[src/case_sup_pkg.sv]
// Shared constants, encodings and timing figures for the monitoring case supervisor.
// Assumes a single 200 MHz clock; every slower rate is derived from it.
package case_sup_pkg;

	// Clock and derived time bases
	localparam longint REF_CLK_HZ       = 200_000_000;
	localparam longint CLK_PER_MS       = REF_CLK_HZ / 1000;
	localparam longint CLK_PER_US       = REF_CLK_HZ / 1_000_000;

	// Least settle time of static control inputs
	localparam longint SETTLE_TIME_MS   = 12;
	localparam longint SETTLE_CYCLES    = SETTLE_TIME_MS * CLK_PER_MS;

	// Tolerated encoder mismatch in speed-limit mode
	localparam longint MISMATCH_HOLD_S  = 60;
	localparam longint MISMATCH_HOLD_MS = MISMATCH_HOLD_S * 1000;

	// Scan cycle length
	localparam longint SCAN_TIME_US     = 40;
	localparam longint SCAN_CYCLES      = SCAN_TIME_US * CLK_PER_US;

	// Structure sizes
	localparam int N_TABLES  = 2;
	localparam int TBL_W     = 1;
	localparam int N_CASES   = 8;
	localparam int CASE_W    = 3;
	localparam int N_INPUTS  = 4;
	localparam int N_PATHS   = 4;
	localparam int PATH_W    = 2;
	localparam int N_UNIV    = 4;
	localparam int SPEED_W   = 16;
	localparam int TOL_W     = 7;
	localparam int CNT_W     = 32;
	localparam int N_SUCC    = 2;

	// Percentage scale of the encoder tolerance
	localparam logic [CNT_W-1:0] PCT_FULL = 32'h0000_0064;

	// Behaviour of one cut-off path cell; zero is the unassigned default
	typedef enum logic [1:0] {
		BEH_OFF        = 2'b00,
		BEH_FIELD      = 2'b01,
		BEH_ON_NONSAFE = 2'b10,
		BEH_ON_SAFE    = 2'b11
	} cut_beh_t;

	// Speed usage of one monitoring case
	typedef enum logic [1:0] {
		SPD_NONE  = 2'b00,
		SPD_RANGE = 2'b01,
		SPD_LIMIT = 2'b10
	} spd_mode_t;

	// Supervisor states
	typedef enum logic [1:0] {
		ST_WAIT  = 2'b00,
		ST_RUN   = 2'b01,
		ST_ERROR = 2'b10
	} sup_state_t;

endpackage

[src/case_sel_if.sv]
// Carrier between the supervisor and one monitoring case table selector.
// Assumes both ends run on the same clock.
`timescale 1ns/1ps
interface case_sel_if
	import case_sup_pkg::*;
();
	// Evaluation inputs
	logic                                   eval;
	logic [N_INPUTS-1:0]                    comb;
	logic                                   use_speed;
	logic signed [SPEED_W-1:0]              speed;
	// Table configuration
	logic [N_INPUTS-1:0]                    inputs_used;
	logic [N_CASES-1:0][N_INPUTS-1:0]       case_comb;
	logic [N_CASES-1:0]                     case_use_inputs;
	logic [N_CASES-1:0][1:0]                spd_mode;
	logic [N_CASES-1:0][SPEED_W-1:0]        spd_min;
	logic [N_CASES-1:0][SPEED_W-1:0]        spd_max;
	logic [N_CASES-1:0][1:0]                succ_cnt;
	logic [N_CASES-1:0][N_SUCC-1:0][CASE_W-1:0] succ;
	logic [N_CASES-1:0]                     sleep_flag;
	// Results
	logic [CASE_W-1:0]                      active;
	logic                                   active_valid;
	logic                                   seq_fault;
	logic                                   cfg_fault;
	logic                                   sleep;
	logic                                   limit_viol;
	logic                                   limit_mode;

	modport supervisor (
		output eval, comb, use_speed, speed, inputs_used, case_comb, case_use_inputs,
		       spd_mode, spd_min, spd_max, succ_cnt, succ, sleep_flag,
		input  active, active_valid, seq_fault, cfg_fault, sleep, limit_viol, limit_mode
	);
	modport selector (
		input  eval, comb, use_speed, speed, inputs_used, case_comb, case_use_inputs,
		       spd_mode, spd_min, spd_max, succ_cnt, succ, sleep_flag,
		output active, active_valid, seq_fault, cfg_fault, sleep, limit_viol, limit_mode
	);
endinterface

[src/case_table_sel.sv]
// Selector for one monitoring case table: matching, configuration check, switching order.
// Assumes settled inputs and a one-cycle evaluation pulse per scan cycle.
`timescale 1ns/1ps
module case_table_sel
	import case_sup_pkg::*;
(
	// Clock and reset
	input wire logic         ref_clk,
	input wire logic         srst,
	// Table link
	case_sel_if.selector     sel
);

	logic [N_CASES-1:0] uses_inputs;
	logic [N_CASES-1:0] case_bad;
	logic [N_CASES-1:0] match;
	logic               match_any;
	logic [CASE_W-1:0]  match_idx;
	logic [1:0]         eff_mode [N_CASES];
	logic               succ_ok;

	// Signed range test
	function automatic logic in_range(input logic [SPEED_W-1:0] v, lo, hi);
		in_range = ($signed(v) >= $signed(lo)) && ($signed(v) <= $signed(hi));
	endfunction

	// Per case: speed mode, configuration check and match
	for (genvar i = 0; i < N_CASES; i++)
	begin : g_case
		logic dup;
		assign eff_mode[i] = sel.use_speed ? sel.spd_mode[i] : SPD_NONE;
		assign uses_inputs[i] = (eff_mode[i] != SPD_RANGE) || sel.case_use_inputs[i];
		always_comb
		begin
			dup = 1'b0;
			for (int j = 0; j < i; j++)
				if (uses_inputs[j] && uses_inputs[i] && eff_mode[j] != SPD_RANGE &&
				    eff_mode[i] != SPD_RANGE && sel.case_comb[j] == sel.case_comb[i])
					dup = 1'b1;
		end
		// Invalid combinations and non-range repeats of a lower non-range case's combination never activate
		assign case_bad[i] = dup || (uses_inputs[i] && |(sel.case_comb[i] & ~sel.inputs_used));
		assign match[i] = !case_bad[i]
			&& (!uses_inputs[i] || ((sel.comb & sel.inputs_used) == sel.case_comb[i]))
			&& (eff_mode[i] != SPD_RANGE || in_range(sel.speed, sel.spd_min[i], sel.spd_max[i]));
	end

	// Lowest matching case wins
	always_comb
	begin
		match_any = 1'b0;
		match_idx = '0;
		for (int i = N_CASES - 1; i >= 0; i--)
			if (match[i])
			begin
				match_any = 1'b1;
				match_idx = CASE_W'(i);
			end
	end

	// Successor check: two slots hold the union of all sequences
	assign succ_ok = (sel.succ_cnt[sel.active] == 2'b00)
		|| (match_idx == sel.succ[sel.active][0])
		|| (sel.succ_cnt[sel.active] > 2'b01 && match_idx == sel.succ[sel.active][1]);

	// Active case update at the scan boundary
	always_ff @(posedge ref_clk)
	begin
		if (srst)
		begin
			sel.active       <= '0;
			sel.active_valid <= 1'b0;
		end
		else if (sel.eval)
		begin
			if (!match_any)
				sel.active_valid <= 1'b0;
			else if (!sel.active_valid || succ_ok || match_idx == sel.active)
			begin
				sel.active       <= match_idx;
				sel.active_valid <= 1'b1;
			end
		end
	end

	// Switching order violation, held until reset
	always_ff @(posedge ref_clk)
	begin
		if (srst)
			sel.seq_fault <= 1'b0;
		else if (sel.eval && match_any && sel.active_valid && match_idx != sel.active && !succ_ok)
			sel.seq_fault <= 1'b1;
	end

	// Table configuration fault and status of the active case
	assign sel.cfg_fault  = |case_bad;
	assign sel.sleep      = sel.active_valid && sel.sleep_flag[sel.active];
	assign sel.limit_mode = sel.active_valid && eff_mode[sel.active] == SPD_LIMIT;
	assign sel.limit_viol = sel.limit_mode
		&& !in_range(sel.speed, sel.spd_min[sel.active], sel.spd_max[sel.active]);

endmodule

[src/case_supervisor.sv]
// Monitoring case supervisor: input conditioning, table selection, cut-off paths, outputs.
// Assumes static control pins are asynchronous; speeds and field states come from same-clock logic.
//
// Operation
// - Each case holds zero to two successors; none means any case may follow.
// - A case outside the permitted successors forces every safety output off.
// - All sequences together give at most two successors per case.
// - Each cut-off path is owned by exactly one monitoring case table.
// - After start, outputs stay off with waiting status until every table has a case.
// - A table losing its active case in operation turns outputs off and flags error.
// - A case flagged for sleep requests sleep while it is selected and the supervisor is running.
// - A case using inputs activates only on its exact combination; invalid ones and duplicate non-range ones fault.
// - Speed takes part in selection only when use-speed is enabled.
// - Range mode activates a case when speed lies inside its range.
// - Limit mode selects by inputs; speed out of range turns safety outputs off.
// - Limit mode tolerates encoder speed mismatch for up to 60 seconds.
// - One cut-off path per field drives its safety pair and universal outputs.
// - Always-off cell drives its cut-off path off.
// - Always-on non-safe holds safety outputs off and non-safety outputs on.
// - Always-on safe acts as a permanently clear field, path on.
// - Unassigned cells behave as always-off.
// - Antivalent channels not inverted force safety outputs off and flag error.
// - Inputs are evaluated only after the 12 ms or longer configured settle delay.
`timescale 1ns/1ps
module case_supervisor
	import case_sup_pkg::*;
#(
	parameter longint SETTLE_CNT   = SETTLE_CYCLES,
	parameter longint SCAN_CNT     = SCAN_CYCLES,
	parameter longint MS_CNT       = CLK_PER_MS,
	parameter longint MISMATCH_CNT = MISMATCH_HOLD_MS
)
(
	// Clock and reset
	input  wire logic                                           ref_clk,
	input  wire logic                                           srst,
	// Static control input pins, two channels each
	input  wire logic [N_INPUTS-1:0]                            ctl_a,
	input  wire logic [N_INPUTS-1:0]                            ctl_b,
	input  wire logic                                           antivalent_en,
	input  wire logic [CNT_W-1:0]                               input_delay_cfg,
	// Encoder speeds and tolerance
	input  wire logic signed [SPEED_W-1:0]                      enc_speed_a,
	input  wire logic signed [SPEED_W-1:0]                      enc_speed_b,
	input  wire logic [TOL_W-1:0]                               speed_tol_pct,
	// Per table configuration
	input  wire logic [N_TABLES-1:0]                            use_speed,
	input  wire logic [N_TABLES-1:0][N_INPUTS-1:0]              inputs_used,
	input  wire logic [N_TABLES-1:0][N_CASES-1:0][N_INPUTS-1:0] case_comb,
	input  wire logic [N_TABLES-1:0][N_CASES-1:0]               case_use_inputs,
	input  wire logic [N_TABLES-1:0][N_CASES-1:0][1:0]          spd_mode,
	input  wire logic [N_TABLES-1:0][N_CASES-1:0][SPEED_W-1:0]  spd_min,
	input  wire logic [N_TABLES-1:0][N_CASES-1:0][SPEED_W-1:0]  spd_max,
	input  wire logic [N_TABLES-1:0][N_CASES-1:0][1:0]          succ_cnt,
	input  wire logic [N_TABLES-1:0][N_CASES-1:0][N_SUCC-1:0][CASE_W-1:0] succ,
	input  wire logic [N_TABLES-1:0][N_CASES-1:0]               sleep_flag,
	input  wire logic [N_TABLES-1:0][N_CASES-1:0][N_PATHS-1:0][1:0] cell_beh,
	// Cut-off path configuration and field states
	input  wire logic [N_PATHS-1:0][TBL_W-1:0]                  path_table,
	input  wire logic [N_PATHS-1:0]                             path_pair_en,
	input  wire logic [N_UNIV-1:0][PATH_W-1:0]                  univ_path,
	input  wire logic [N_UNIV-1:0]                              univ_en,
	input  wire logic [N_PATHS-1:0]                             field_clear,
	// Outputs
	output logic [N_PATHS-1:0][1:0]                             safety_output_pair,
	output logic [N_UNIV-1:0]                                   universal_out,
	output logic [N_PATHS-1:0]                                  path_on,
	// Status
	output logic [N_TABLES-1:0][CASE_W-1:0]                     active_case,
	output logic [N_TABLES-1:0]                                 active_valid,
	output logic                                                waiting_for_inputs,
	output logic                                                error_out,
	output logic                                                seq_fault,
	output logic                                                cfg_fault,
	output logic                                                antivalent_fault,
	output logic                                                speed_fault,
	output logic                                                sleep_req
);

	////////////////////////////////////////////////////////////////////////////
	// Input synchronisers and antivalence check

	logic [N_INPUTS-1:0] a_meta;
	logic [N_INPUTS-1:0] a_sync;
	logic [N_INPUTS-1:0] b_meta;
	logic [N_INPUTS-1:0] b_sync;

	// Two flip-flops per pin; channel b idles inverted so a reset raises no false channel fault
	always_ff @(posedge ref_clk)
	begin
		if (srst)
		begin
			a_meta <= '0;
			a_sync <= '0;
			b_meta <= '1;
			b_sync <= '1;
		end
		else
		begin
			a_meta <= ctl_a;
			a_sync <= a_meta;
			b_meta <= ctl_b;
			b_sync <= b_meta;
		end
	end

	// Channels must be inverted at all times
	always_ff @(posedge ref_clk)
	begin
		if (srst)
			antivalent_fault <= 1'b0;
		else
			antivalent_fault <= antivalent_en && |(~(a_sync ^ b_sync));
	end

	////////////////////////////////////////////////////////////////////////////
	// Settle delay

	logic [CNT_W-1:0]    settle_cnt;
	logic [CNT_W-1:0]    eff_delay;
	logic [N_INPUTS-1:0] last_comb;
	logic [N_INPUTS-1:0] stable_comb;

	// Longer of built-in and configured delay
	assign eff_delay = (input_delay_cfg > CNT_W'(SETTLE_CNT)) ? input_delay_cfg : CNT_W'(SETTLE_CNT);

	// Restart the count on every input change
	always_ff @(posedge ref_clk)
	begin
		if (srst)
		begin
			settle_cnt <= '0;
			last_comb  <= '0;
		end
		else
		begin
			last_comb <= a_sync;
			if (a_sync != last_comb)
				settle_cnt <= '0;
			else if (settle_cnt < eff_delay)
				settle_cnt <= settle_cnt + 1'b1;
		end
	end

	// Combination handed on only once settled
	always_ff @(posedge ref_clk)
	begin
		if (srst)
			stable_comb <= '0;
		else if (settle_cnt >= eff_delay)
			stable_comb <= last_comb;
	end

	////////////////////////////////////////////////////////////////////////////
	// Scan and millisecond enables

	logic [CNT_W-1:0] scan_cnt;
	logic [CNT_W-1:0] ms_cnt;
	logic             scan_tick;
	logic             ms_tick;

	assign scan_tick = (scan_cnt == CNT_W'(SCAN_CNT - 1));
	assign ms_tick   = (ms_cnt == CNT_W'(MS_CNT - 1));

	// Free-running dividers
	always_ff @(posedge ref_clk)
	begin
		if (srst || scan_tick)
			scan_cnt <= '0;
		else
			scan_cnt <= scan_cnt + 1'b1;
	end

	always_ff @(posedge ref_clk)
	begin
		if (srst || ms_tick)
			ms_cnt <= '0;
		else
			ms_cnt <= ms_cnt + 1'b1;
	end

	////////////////////////////////////////////////////////////////////////////
	// Speed evaluation

	logic [CNT_W-1:0]          mag_a;
	logic [CNT_W-1:0]          mag_b;
	logic [CNT_W-1:0]          mag_diff;
	logic signed [SPEED_W:0]   diff;
	logic signed [SPEED_W-1:0] speed_used;
	logic                      mismatch;
	logic [CNT_W-1:0]          mism_ms;
	logic                      any_limit;

	// Magnitude of a signed speed
	function automatic logic [CNT_W-1:0] mag(input logic signed [SPEED_W-1:0] v);
		mag = v[SPEED_W-1] ? CNT_W'(-$signed({v[SPEED_W-1], v})) : CNT_W'(v);
	endfunction

	assign mag_a      = mag(enc_speed_a);
	assign mag_b      = mag(enc_speed_b);
	// One bit wider so opposite speeds cannot wrap
	assign diff       = {enc_speed_a[SPEED_W-1], enc_speed_a} - {enc_speed_b[SPEED_W-1], enc_speed_b};
	assign mag_diff   = diff[SPEED_W] ? CNT_W'(-diff) : CNT_W'(diff);
	assign speed_used = (mag_a >= mag_b) ? enc_speed_a : enc_speed_b;
	assign mismatch   = (mag_diff * PCT_FULL) > (CNT_W'(speed_tol_pct) * ((mag_a >= mag_b) ? mag_a : mag_b));

	// Mismatch in limit mode ignored until the hold time runs out
	always_ff @(posedge ref_clk)
	begin
		if (srst)
		begin
			mism_ms     <= '0;
			speed_fault <= 1'b0;
		end
		else if (!(mismatch && any_limit))
		begin
			mism_ms     <= '0;
			speed_fault <= 1'b0;
		end
		else if (mism_ms >= CNT_W'(MISMATCH_CNT))
			speed_fault <= 1'b1;
		else if (ms_tick)
			mism_ms <= mism_ms + 1'b1;
	end

	////////////////////////////////////////////////////////////////////////////
	// Monitoring case tables

	logic [N_TABLES-1:0] t_valid;
	logic [N_TABLES-1:0] t_seq;
	logic [N_TABLES-1:0] t_cfg;
	logic [N_TABLES-1:0] t_sleep;
	logic [N_TABLES-1:0] t_limv;
	logic [N_TABLES-1:0] t_limm;
	logic [N_TABLES-1:0][CASE_W-1:0] t_case;

	for (genvar t = 0; t < N_TABLES; t++)
	begin : g_tbl
		case_sel_if tif ();
		assign tif.eval            = scan_tick;
		assign tif.comb            = stable_comb;
		assign tif.use_speed       = use_speed[t];
		assign tif.speed           = speed_used;
		assign tif.inputs_used     = inputs_used[t];
		assign tif.case_comb       = case_comb[t];
		assign tif.case_use_inputs = case_use_inputs[t];
		assign tif.spd_mode        = spd_mode[t];
		assign tif.spd_min         = spd_min[t];
		assign tif.spd_max         = spd_max[t];
		assign tif.succ_cnt        = succ_cnt[t];
		assign tif.succ            = succ[t];
		assign tif.sleep_flag      = sleep_flag[t];
		assign t_case[t]           = tif.active;
		assign t_valid[t]          = tif.active_valid;
		assign t_seq[t]            = tif.seq_fault;
		assign t_cfg[t]            = tif.cfg_fault;
		assign t_sleep[t]          = tif.sleep;
		assign t_limv[t]           = tif.limit_viol;
		assign t_limm[t]           = tif.limit_mode;

		case_table_sel u_sel (
			.ref_clk (ref_clk),
			.srst    (srst),
			.sel     (tif.selector)
		);
	end

	assign any_limit = |t_limm;

	////////////////////////////////////////////////////////////////////////////
	// Supervisor state

	sup_state_t state;

	// Wait for all tables, then any loss is an error
	always_ff @(posedge ref_clk)
	begin
		if (srst)
			state <= ST_WAIT;
		else if (scan_tick)
		begin
			case (state)
				ST_WAIT:  if (&t_valid) state <= ST_RUN;
				ST_RUN:   if (!(&t_valid)) state <= ST_ERROR;
				ST_ERROR: state <= ST_ERROR;
				default:  state <= ST_WAIT;
			endcase
		end
	end

	////////////////////////////////////////////////////////////////////////////
	// Cut-off paths

	logic             all_ok;
	logic             safe_ok;
	logic [N_PATHS-1:0] safe_on;
	logic [N_PATHS-1:0] nonsafe_on;

	// Global gates for all outputs and for safety outputs
	assign all_ok  = (state == ST_RUN) && (&t_valid) && !(|t_cfg);
	assign safe_ok = all_ok && !(|t_seq) && !antivalent_fault && !speed_fault && !(|t_limv);

	// Each path reads the cell of its single owning table
	for (genvar p = 0; p < N_PATHS; p++)
	begin : g_path
		cut_beh_t beh;
		assign beh = cut_beh_t'(cell_beh[path_table[p]][t_case[path_table[p]]][p]);
		always_comb
		begin
			case (beh)
				BEH_FIELD:
				begin
					safe_on[p]    = field_clear[p];
					nonsafe_on[p] = field_clear[p];
				end
				BEH_ON_NONSAFE:
				begin
					safe_on[p]    = 1'b0;
					nonsafe_on[p] = 1'b1;
				end
				BEH_ON_SAFE:
				begin
					safe_on[p]    = 1'b1;
					nonsafe_on[p] = 1'b1;
				end
				default:
				begin
					safe_on[p]    = 1'b0;
					nonsafe_on[p] = 1'b0;
				end
			endcase
		end
	end

	////////////////////////////////////////////////////////////////////////////
	// Registered outputs applied at the scan boundary

	always_ff @(posedge ref_clk)
	begin
		if (srst)
		begin
			safety_output_pair <= '0;
			path_on            <= '0;
		end
		else if (scan_tick)
		begin
			for (int p = 0; p < N_PATHS; p++)
			begin
				safety_output_pair[p] <= {2{safe_ok && safe_on[p] && path_pair_en[p]}};
				path_on[p]            <= all_ok && nonsafe_on[p];
			end
		end
	end

	// Universal outputs follow their assigned path
	always_ff @(posedge ref_clk)
	begin
		if (srst)
			universal_out <= '0;
		else if (scan_tick)
			for (int u = 0; u < N_UNIV; u++)
				universal_out[u] <= all_ok && univ_en[u] && nonsafe_on[univ_path[u]];
	end

	// Status flags
	always_ff @(posedge ref_clk)
	begin
		if (srst)
		begin
			waiting_for_inputs <= 1'b1;
			error_out          <= 1'b0;
			sleep_req          <= 1'b0;
			seq_fault          <= 1'b0;
			cfg_fault          <= 1'b0;
			active_case        <= '0;
			active_valid       <= '0;
		end
		else
		begin
			waiting_for_inputs <= (state == ST_WAIT);
			error_out          <= (state == ST_ERROR) || antivalent_fault || (|t_seq) || (|t_cfg);
			sleep_req          <= (state == ST_RUN) && (|t_sleep);
			seq_fault          <= |t_seq;
			cfg_fault          <= |t_cfg;
			active_case        <= t_case;
			active_valid       <= t_valid;
		end
	end

endmodule

[config.mk]
export PLATFORM = sky130hd
export DESIGN_NAME = case_supervisor
export DESIGN_NICKNAME = d
export VERILOG_FILES = /design/src/case_sup_pkg.sv /design/src/case_sel_if.sv /design/src/case_table_sel.sv /design/src/case_supervisor.sv
export SDC_FILE = /design/constraint.sdc
export NUM_CORES = 2
export LEC_CHECK = 0
export BUFFER_PORTS_ARGS = -buffer_cell sky130_fd_sc_hd__buf_2
export CORE_AREA = 2 2 409 411
export DETAILED_ROUTE_END_ITERATION = 8
export DIE_AREA = 0 0 411 413
export GPL_TIMING_DRIVEN = 0
export PLACE_DENSITY_LB_ADDON = 0.08
export SETUP_SLACK_MARGIN = 0.1
export SYNTH_ARGS = -nofsm -noshare
export SYNTH_HDL_FRONTEND = slang
export SYNTH_SLANG_ARGS = --single-unit
export TNS_END_PERCENT = 1
[constraint.sdc]
create_clock -name ref_clk -period 15.9 [get_ports ref_clk]
set_clock_uncertainty 0.2 [all_clocks]
set_input_delay 4.77 -clock ref_clk [delete_from_list [all_inputs] [get_ports ref_clk]]
set_output_delay 4.77 -clock ref_clk [all_outputs]
set_load 0.01 [all_outputs]
* Yosys cells after proc, flatten, opt, wreduce, memory -nomap -nowiden *
Cells that the tools add are included.
Widths: inputs -> output; s select.

cells by class
  eq/ne operators = 119
  mux-type cells = 183
  reductions and logical operators = 491
  multiply operators = 2
  order comparisons = 60
  bitwise operators = 26
  add/subtract/negate cells = 8

operator list
  kind                   number
  $mux 64                8
  $logic_and 1x1->1      335
  $eq 4x4->1             72
  $ge 16x16->1           18
  $le 16x16->1           18
  $bmux 16 s3            4
  $mux 32                5
  $add 32x1->32 const B  4
  $bmux 8 s3             4
  $mux 1                 82
  $mux 16                5
  $logic_or 1x1->1       75
  $and 4x4->4            18
  $mux 3                 24
  $reduce_or 4->1        17
  $ge 32x32->1           2
  $neg 16->32            2
  $mux 2                 25
  $logic_not 1->1        43
  $bmux 6 s3             2
  $eq 32x13->1 const B   1
  $eq 32x18->1 const B   1
  $ge 32x16->1 const B   1
  $gt 32x22->1 const B   1
  other kinds (35)       122

storage, ports and cells
  bits of input ports = 1012
  register bits = 191
  word-level logic and storage cells = 922
  output and inout bits = 31

* Logic depth before layout (Yosys ltp) *
  word-level depth = 33
  depth in mapped cells = 53
  gate-level depth less buffers = 51

* By module *
Synthesis repeated with hierarchy kept, for this count alone.

unflattened totals
  cell total of the unflattened synthesis = 5716
  area total of the unflattened synthesis = 47305.4 µm²

by module, submodules not included
  module                            area each (µm²)  sequential area each (µm²)  cells each  instances
  case_supervisor                   21528.1          3623.5                      2525        1
  case_table_sel at g_tbl[0].u_sel  12907.4          100.1                       1604        1
  case_table_sel at g_tbl[1].u_sel  12869.8          100.1                       1587        1

* Worst setup path before layout *
Ideal clock, no wire load.

  path type = in2reg
  start point = input port enc_speed_b[3]
  end point = register mism_ms[12]
  setup slack = -0.181 ns
  stages = 47
  library setup time = 0.128 ns
  path buffers = 1
  data required time = 15.572 ns
  arrival time = 15.753 ns
  cell sequence = nor2_1 -> nand4_1 -> nand2b_1 -> or4_1 -> o31ai_1 -> xnor2_1 -> ha_1 -> o21a_1 -> o211ai_1 -> nor2_1 -> a211oi_1 -> o21ai_0 -> a31o_2 -> a21oi_1 -> nand2b_1 -> fa_1 -> fa_1 -> inv_1 -> [11 not listed] -> and2_1 -> o21bai_1 -> xnor2_1 -> ha_1 -> a21oi_1 -> nor2b_1 -> o21ai_0 -> nand2b_1 -> a21oi_1 -> nor2b_1 -> o21ai_0 -> nand2b_1 -> a221oi_1 -> a221oi_1 -> and3_1 -> a221oi_1 -> clkbuf_1 -> nor2_1

on the way
  longest elaborated chain between the ends = 9

RTL lines
  what                         line                    text
  start, declared              case_supervisor.sv:44   input wire logic signed [SPEED_W-1:0] enc_speed_b,
  $neg 16->32                  case_supervisor.sv:196  mag = v[SPEED_W-1] ? CNT_W'(-$signed({v[SPEED_W-1], v})) : CNT_W'(v);
  $mux 32                      case_supervisor.sv:196
  $ge 32x32->1                 case_supervisor.sv:205  assign mismatch = (mag_diff * PCT_FULL) > (CNT_W'(speed_tol_pct) * ((mag_a >= mag_b) ? mag_a : mag_b));
  $mux 32                      case_supervisor.sv:205
  $mul 7x32->32                case_supervisor.sv:205
  $gt 32x32->1 *               case_supervisor.sv:205
  $logic_and 1x1->1 *          case_supervisor.sv:215  else if (!(mismatch && any_limit))
  $not 1->1 (no line) *        -
  $reduce_or 2->1 (no line) *  -
  end signal, assigned         case_supervisor.sv:223  mism_ms <= mism_ms + 1'b1;
  end, declared                case_supervisor.sv:191  logic [CNT_W-1:0] mism_ms;

Mark *: on every way between the ends. The rest lies on a longest branch, timed or not.
A chain may end at the register's enable or synchronous reset.

* Worst setup path in the final report *
  start point = input port enc_speed_b[0]
  end point = register mism_ms[12]

The elaborated chain is that of the path after synthesis.

==> flow_results.org <==
** STA
- Dividing the final minimum period by the clock period gives around 95%.
- Slew at the pin closest to its max-slew limit :: between 1 and 1.5 ns
- Maximum clock frequency :: between 0.06 and 0.07 GHz
- After routing, the total negative slack on setup checks comes to 0 ns.
- Min setup slack post-route :: between 0.7 and 0.8 ns
- Final Hold Violating Endpoints :: 0
- Unrepaired setup endpoints after global routing :: true
- The worst pin sits at a relative slew slack of around 3.8%.
- Fin. max-slew vios :: 0
- Setup violations remaining at the end of the flow were counted as 0.
- Post-route minimum period :: 15.18 ns

** Floorplan
- Die footprint :: 0.170 mm2
- Die width :: 411 um
- Count of pins on the block boundary :: between 1000 and 1500
- Die height :: between 400 and 500 um
- The total area inside the core boundary comes to ~0.17 mm2.
- The initial utilization of the core area, before any placement, comes to a little over a quarter.
- After floorplanning, the core was divided into 150 placement rows.

** GRT
- Global routing consumed, on the met2 layer, between 40 and 50% of the routing resources.
- Most used routing layer :: met2
- Entering global routing, the biggest net connects 20 pins.
- Via count of the first global-routing pass :: 45800
- Across every metal layer, demand over resource in global routing totals around a quarter.
- M1 GR Usage :: 33.6%
- The initial antenna violation count was about 80.
- For this run the aggregate overflow at the end of global routing stands at 0.
- The first global-routing pass estimated about 330000 um of wire.
- Met3 track utilization from global routing :: 4.26%

** Setup path
- Category of the critical setup timing path :: in2reg
- STA classifies the critical path endpoint as a flip-flop.
- STA puts the critical path data required time at about 16 ns.
- By instance count, the cell type seen most on the critical path is sky130_fd_sc_hd__o21ai_0.
- Crit-path max cell delay :: 0.56 ns
- Crit Path Max Fanout :: 10
- STA puts the critical path data arrival time at about 15 ns.
- The worst setup path is launched from an input port.
- CP max-delay cell :: sky130_fd_sc_hd__fa_1

** Clock tree
- Clk Tree Root Cell :: sky130_fd_sc_hd__clkbuf_16
- Clock Path Buffers :: 2
- The clock tree synthesis step divided the H-tree into 4 levels.
- Clock-pin slew was measured on the worst setup and hold paths at roughly 0.080 ns.
- The number of clock buffers added by TritonCTS is 17.
- Clock latency of the later-clocked register in the worst-skew pair :: 0.50 ns
- Clock tree sinks :: 191
- TritonCTS clock tree :: yes

** Power and ir drop
- Leakage :: around 28 nW
- The worst-case IR drop observed on VDD is around 0.00014 V.
- Switching share of total power :: just over 50%
- Fraction of power consumed by combinational cells :: 83.2%
- Clock power share :: slightly above 8%
- P_int :: around 2.7 mW
- For this design the total switching power over the nets is 2.88 mW.
- Flop pwr share :: 8.6%
- P per Cell Area :: about 100 mW/mm2

** Placed design
- At the end of routability-driven placement, the weighted congestion stood at ~0.94.
- Before CTS, the worst setup slack after placement is -2.69 ns.
- Summed over all nets, the half-perimeter wirelength after detailed placement is 202000 um.
- Placed Cells incl. Taps :: between 8000 and 9000
- After detailed placement, the total cell area comes to between 0.05 and 0.06 mm2.
- Port buffering added 975 buffers.

** Yosys
- Ranked by instance count, the synthesized netlist is headed by sky130_fd_sc_hd__inv_1, sky130_fd_sc_hd__ha_1, sky130_fd_sc_hd__xnor2_1, sky130_fd_sc_hd__nand2_1, sky130_fd_sc_hd__nor2_1.
- By instance count, the leading cell after synthesis is sky130_fd_sc_hd__inv_1.
- The top cell type by area accounts for 22.2% of the synthesized area.
- Yosys mapped a number of flops with a built-in enable equal to 0.
- The synthesized netlist occupies a cell area of approximately 0.046 mm2.
- Sequential area share after synthesis :: about 8.4%
- Synthesized netlist cell count :: roughly 5500
- Share of synthesized flip-flops with an asynchronous set or reset :: 0%
- Yosys printed 0 warnings.
- A synthesized cell averages just over 8 um2.
- The biggest area contributor in the post-synthesis netlist is sky130_fd_sc_hd__ha_1.
- After synthesis, the cell types taking the most area are sky130_fd_sc_hd__ha_1, sky130_fd_sc_hd__mux4_2, sky130_fd_sc_hd__dfxtp_1.
- For this run, the leading register cell type out of synthesis is sky130_fd_sc_hd__dfxtp_1.
- Post-synth cell types :: slightly above 100
- In this run, synthesis produced a sequential element count of ~190.

** Min path
- In this run the worst hold path is classified as reg2reg.

** Finish
- Cells fill between 30 and 40% of the core in the end.
- Ratio of cells with drive above 1 in the final layout :: 21.3%
- The final layout contains between 8000 and 9000 nets.
- Leaving out filler cells and counting taps, the final layout contains around 9000.
- Final instance area :: around 0.056 mm2
- From synthesis to final layout, the design area changed by 22.3%.

** Route
- After detailed routing, the average wire length per cell comes to 25.8 um.
- Detailed Routing Iterations Pass 1 :: 5
- Dividing the detail-routed via count by the number of cells gives roughly 5.1.
- In the routed design, unresolved DRC markers number 0.
- Detailed routing inserted a total of approximately 46000 vias.
- The first routing iteration left ~2700 violations.
- Post-detailed-route count of antenna-violating nets :: 0
- The routed design has ~230000 um of wire.

** Job
- Maximum capacitance violations :: 0

** Run status
- The run finished with clean final reports.
==> per-layer routing <==
layer	vias up	share of wire [%]
met2	1420	47
met3	378	5.8
li1	21800	-
met4	42	4.2
met5	-	0.11
met1	22100	43
==> cell type report <==
cell class | count | area (um2)
fill | 18000 | 110000
multi-input combinational | 4431 | 38600
timing repair buffer | 1026 | 5720
sequential | 191 | 3820
inverter | 875 | 3290
tap | 2204 | 2760
buffer | 185 | 876
clock buffer | 19 | 443
clock inverter | 13 | 145
antenna | 36 | 90.1
==> power groups by stage <==
| stage | sequential (mW) | combinational [mW] | clock (mW) |
|---|---|---|---|
| after floorplan | 0.496 | 3.26 | 0 |
| after global placement | 0.497 | 4.42 | 0 |
| after CTS | 0.485 | 4.59 | 0.475 |
| final | 0.485 | 4.68 | 0.461 |
| after global routing | 0.486 | 5.38 | 0.493 |
| after detailed placement | 0.497 | 4.49 | 0 |
==> layout by cell type (no fill, tap or decap), drive strengths merged, types with 72 or more instances in the layout <==
master / count
o21ai: 176
a21o: 120
fa: 157
clkbuf: 97
dfxtp: 191
nand3: 142
conb: 143
ha: 808
nor2b: 115
nor2: 302
mux2i: 147
a21oi: 282
xnor2: 328
a211oi: 72
and2: 99
mux4: 176
nand2: 310
nand4: 166
buf: 1133
inv: 880
xor2: 182
==> critical path, delay by kind of cell <==
kind	cells	cell delay, ns
adders and majority gates	8	3.20
AOI/OAI and AO/OA	25	4.70
muxes	1	0.28
buffers and inverters	9	1.34
xor gates and xnor gates	1	0.11
and+or+nand+nor	9	0.94
==> cells by family (layout without fill, tap and decap cells) <==
group / count (synthesis) / after routing / share of synthesized area (%)
multiplexers: 334 / 334 / 12.2
XOR/XNOR: 510 / 510 / 9.85
AO/OA/AOI/OAI: 999 / 999 / 14.5
adder cells (fa/ha/maj): 965 / 965 / 29.1
other: 2 / 179 / 0.0165
buffers and inverters: 1062 / 2118 / 9.06
flip-flops: 191 / 191 / 8.40
AND/OR/NAND/NOR: 1480 / 1480 / 16.9
==> repair_timing <==
item,4_1_cts,5_1_grt
resized for setup,42,37
buffers inserted,4,15
hold buffers,0,0
pin swaps,3,4
hold endpoints to repair,0,0
setup endpoints to repair,33,33
==> path summary, 6_finish.rpt <==
path	start	to	slack (ns)	cells past startpoint
max reg2reg	g_tbl[0].u_sel.sel.active[0]$_SDFFE_PP0P_	safety_output_pair[4]$_SDFFE_PP0N_	7.18	21
max	enc_speed_b[0]	mism_ms[12]$_SDFFE_PP0P_	0.72	53
min	mism_ms[21]$_SDFFE_PP0P_	mism_ms[21]$_SDFFE_PP0P_	0.23	2
min reg2reg	mism_ms[21]$_SDFFE_PP0P_	mism_ms[21]$_SDFFE_PP0P_	0.23	2
==> registers in the layout, summed over array words and instances (netlist names), 6 cells and up <==
signal / count
mism_ms: 32
ms_cnt: 32
scan_cnt: 32
settle_cnt: 32
active_case: 6
g_tbl.u_sel.sel.active: 6
==> stage by stage <==
stage | hold WS (ns) | power, mW
detailed placement | 0.198 | 4.99
global placement | 0.199 | 4.91
global route | 0.241 | 6.36
CTS | 0.231 | 5.55
finish | 0.230 | 5.63
floorplan | 0.189 | 3.76
Note: power is estimated with default switching activity, not from simulation.
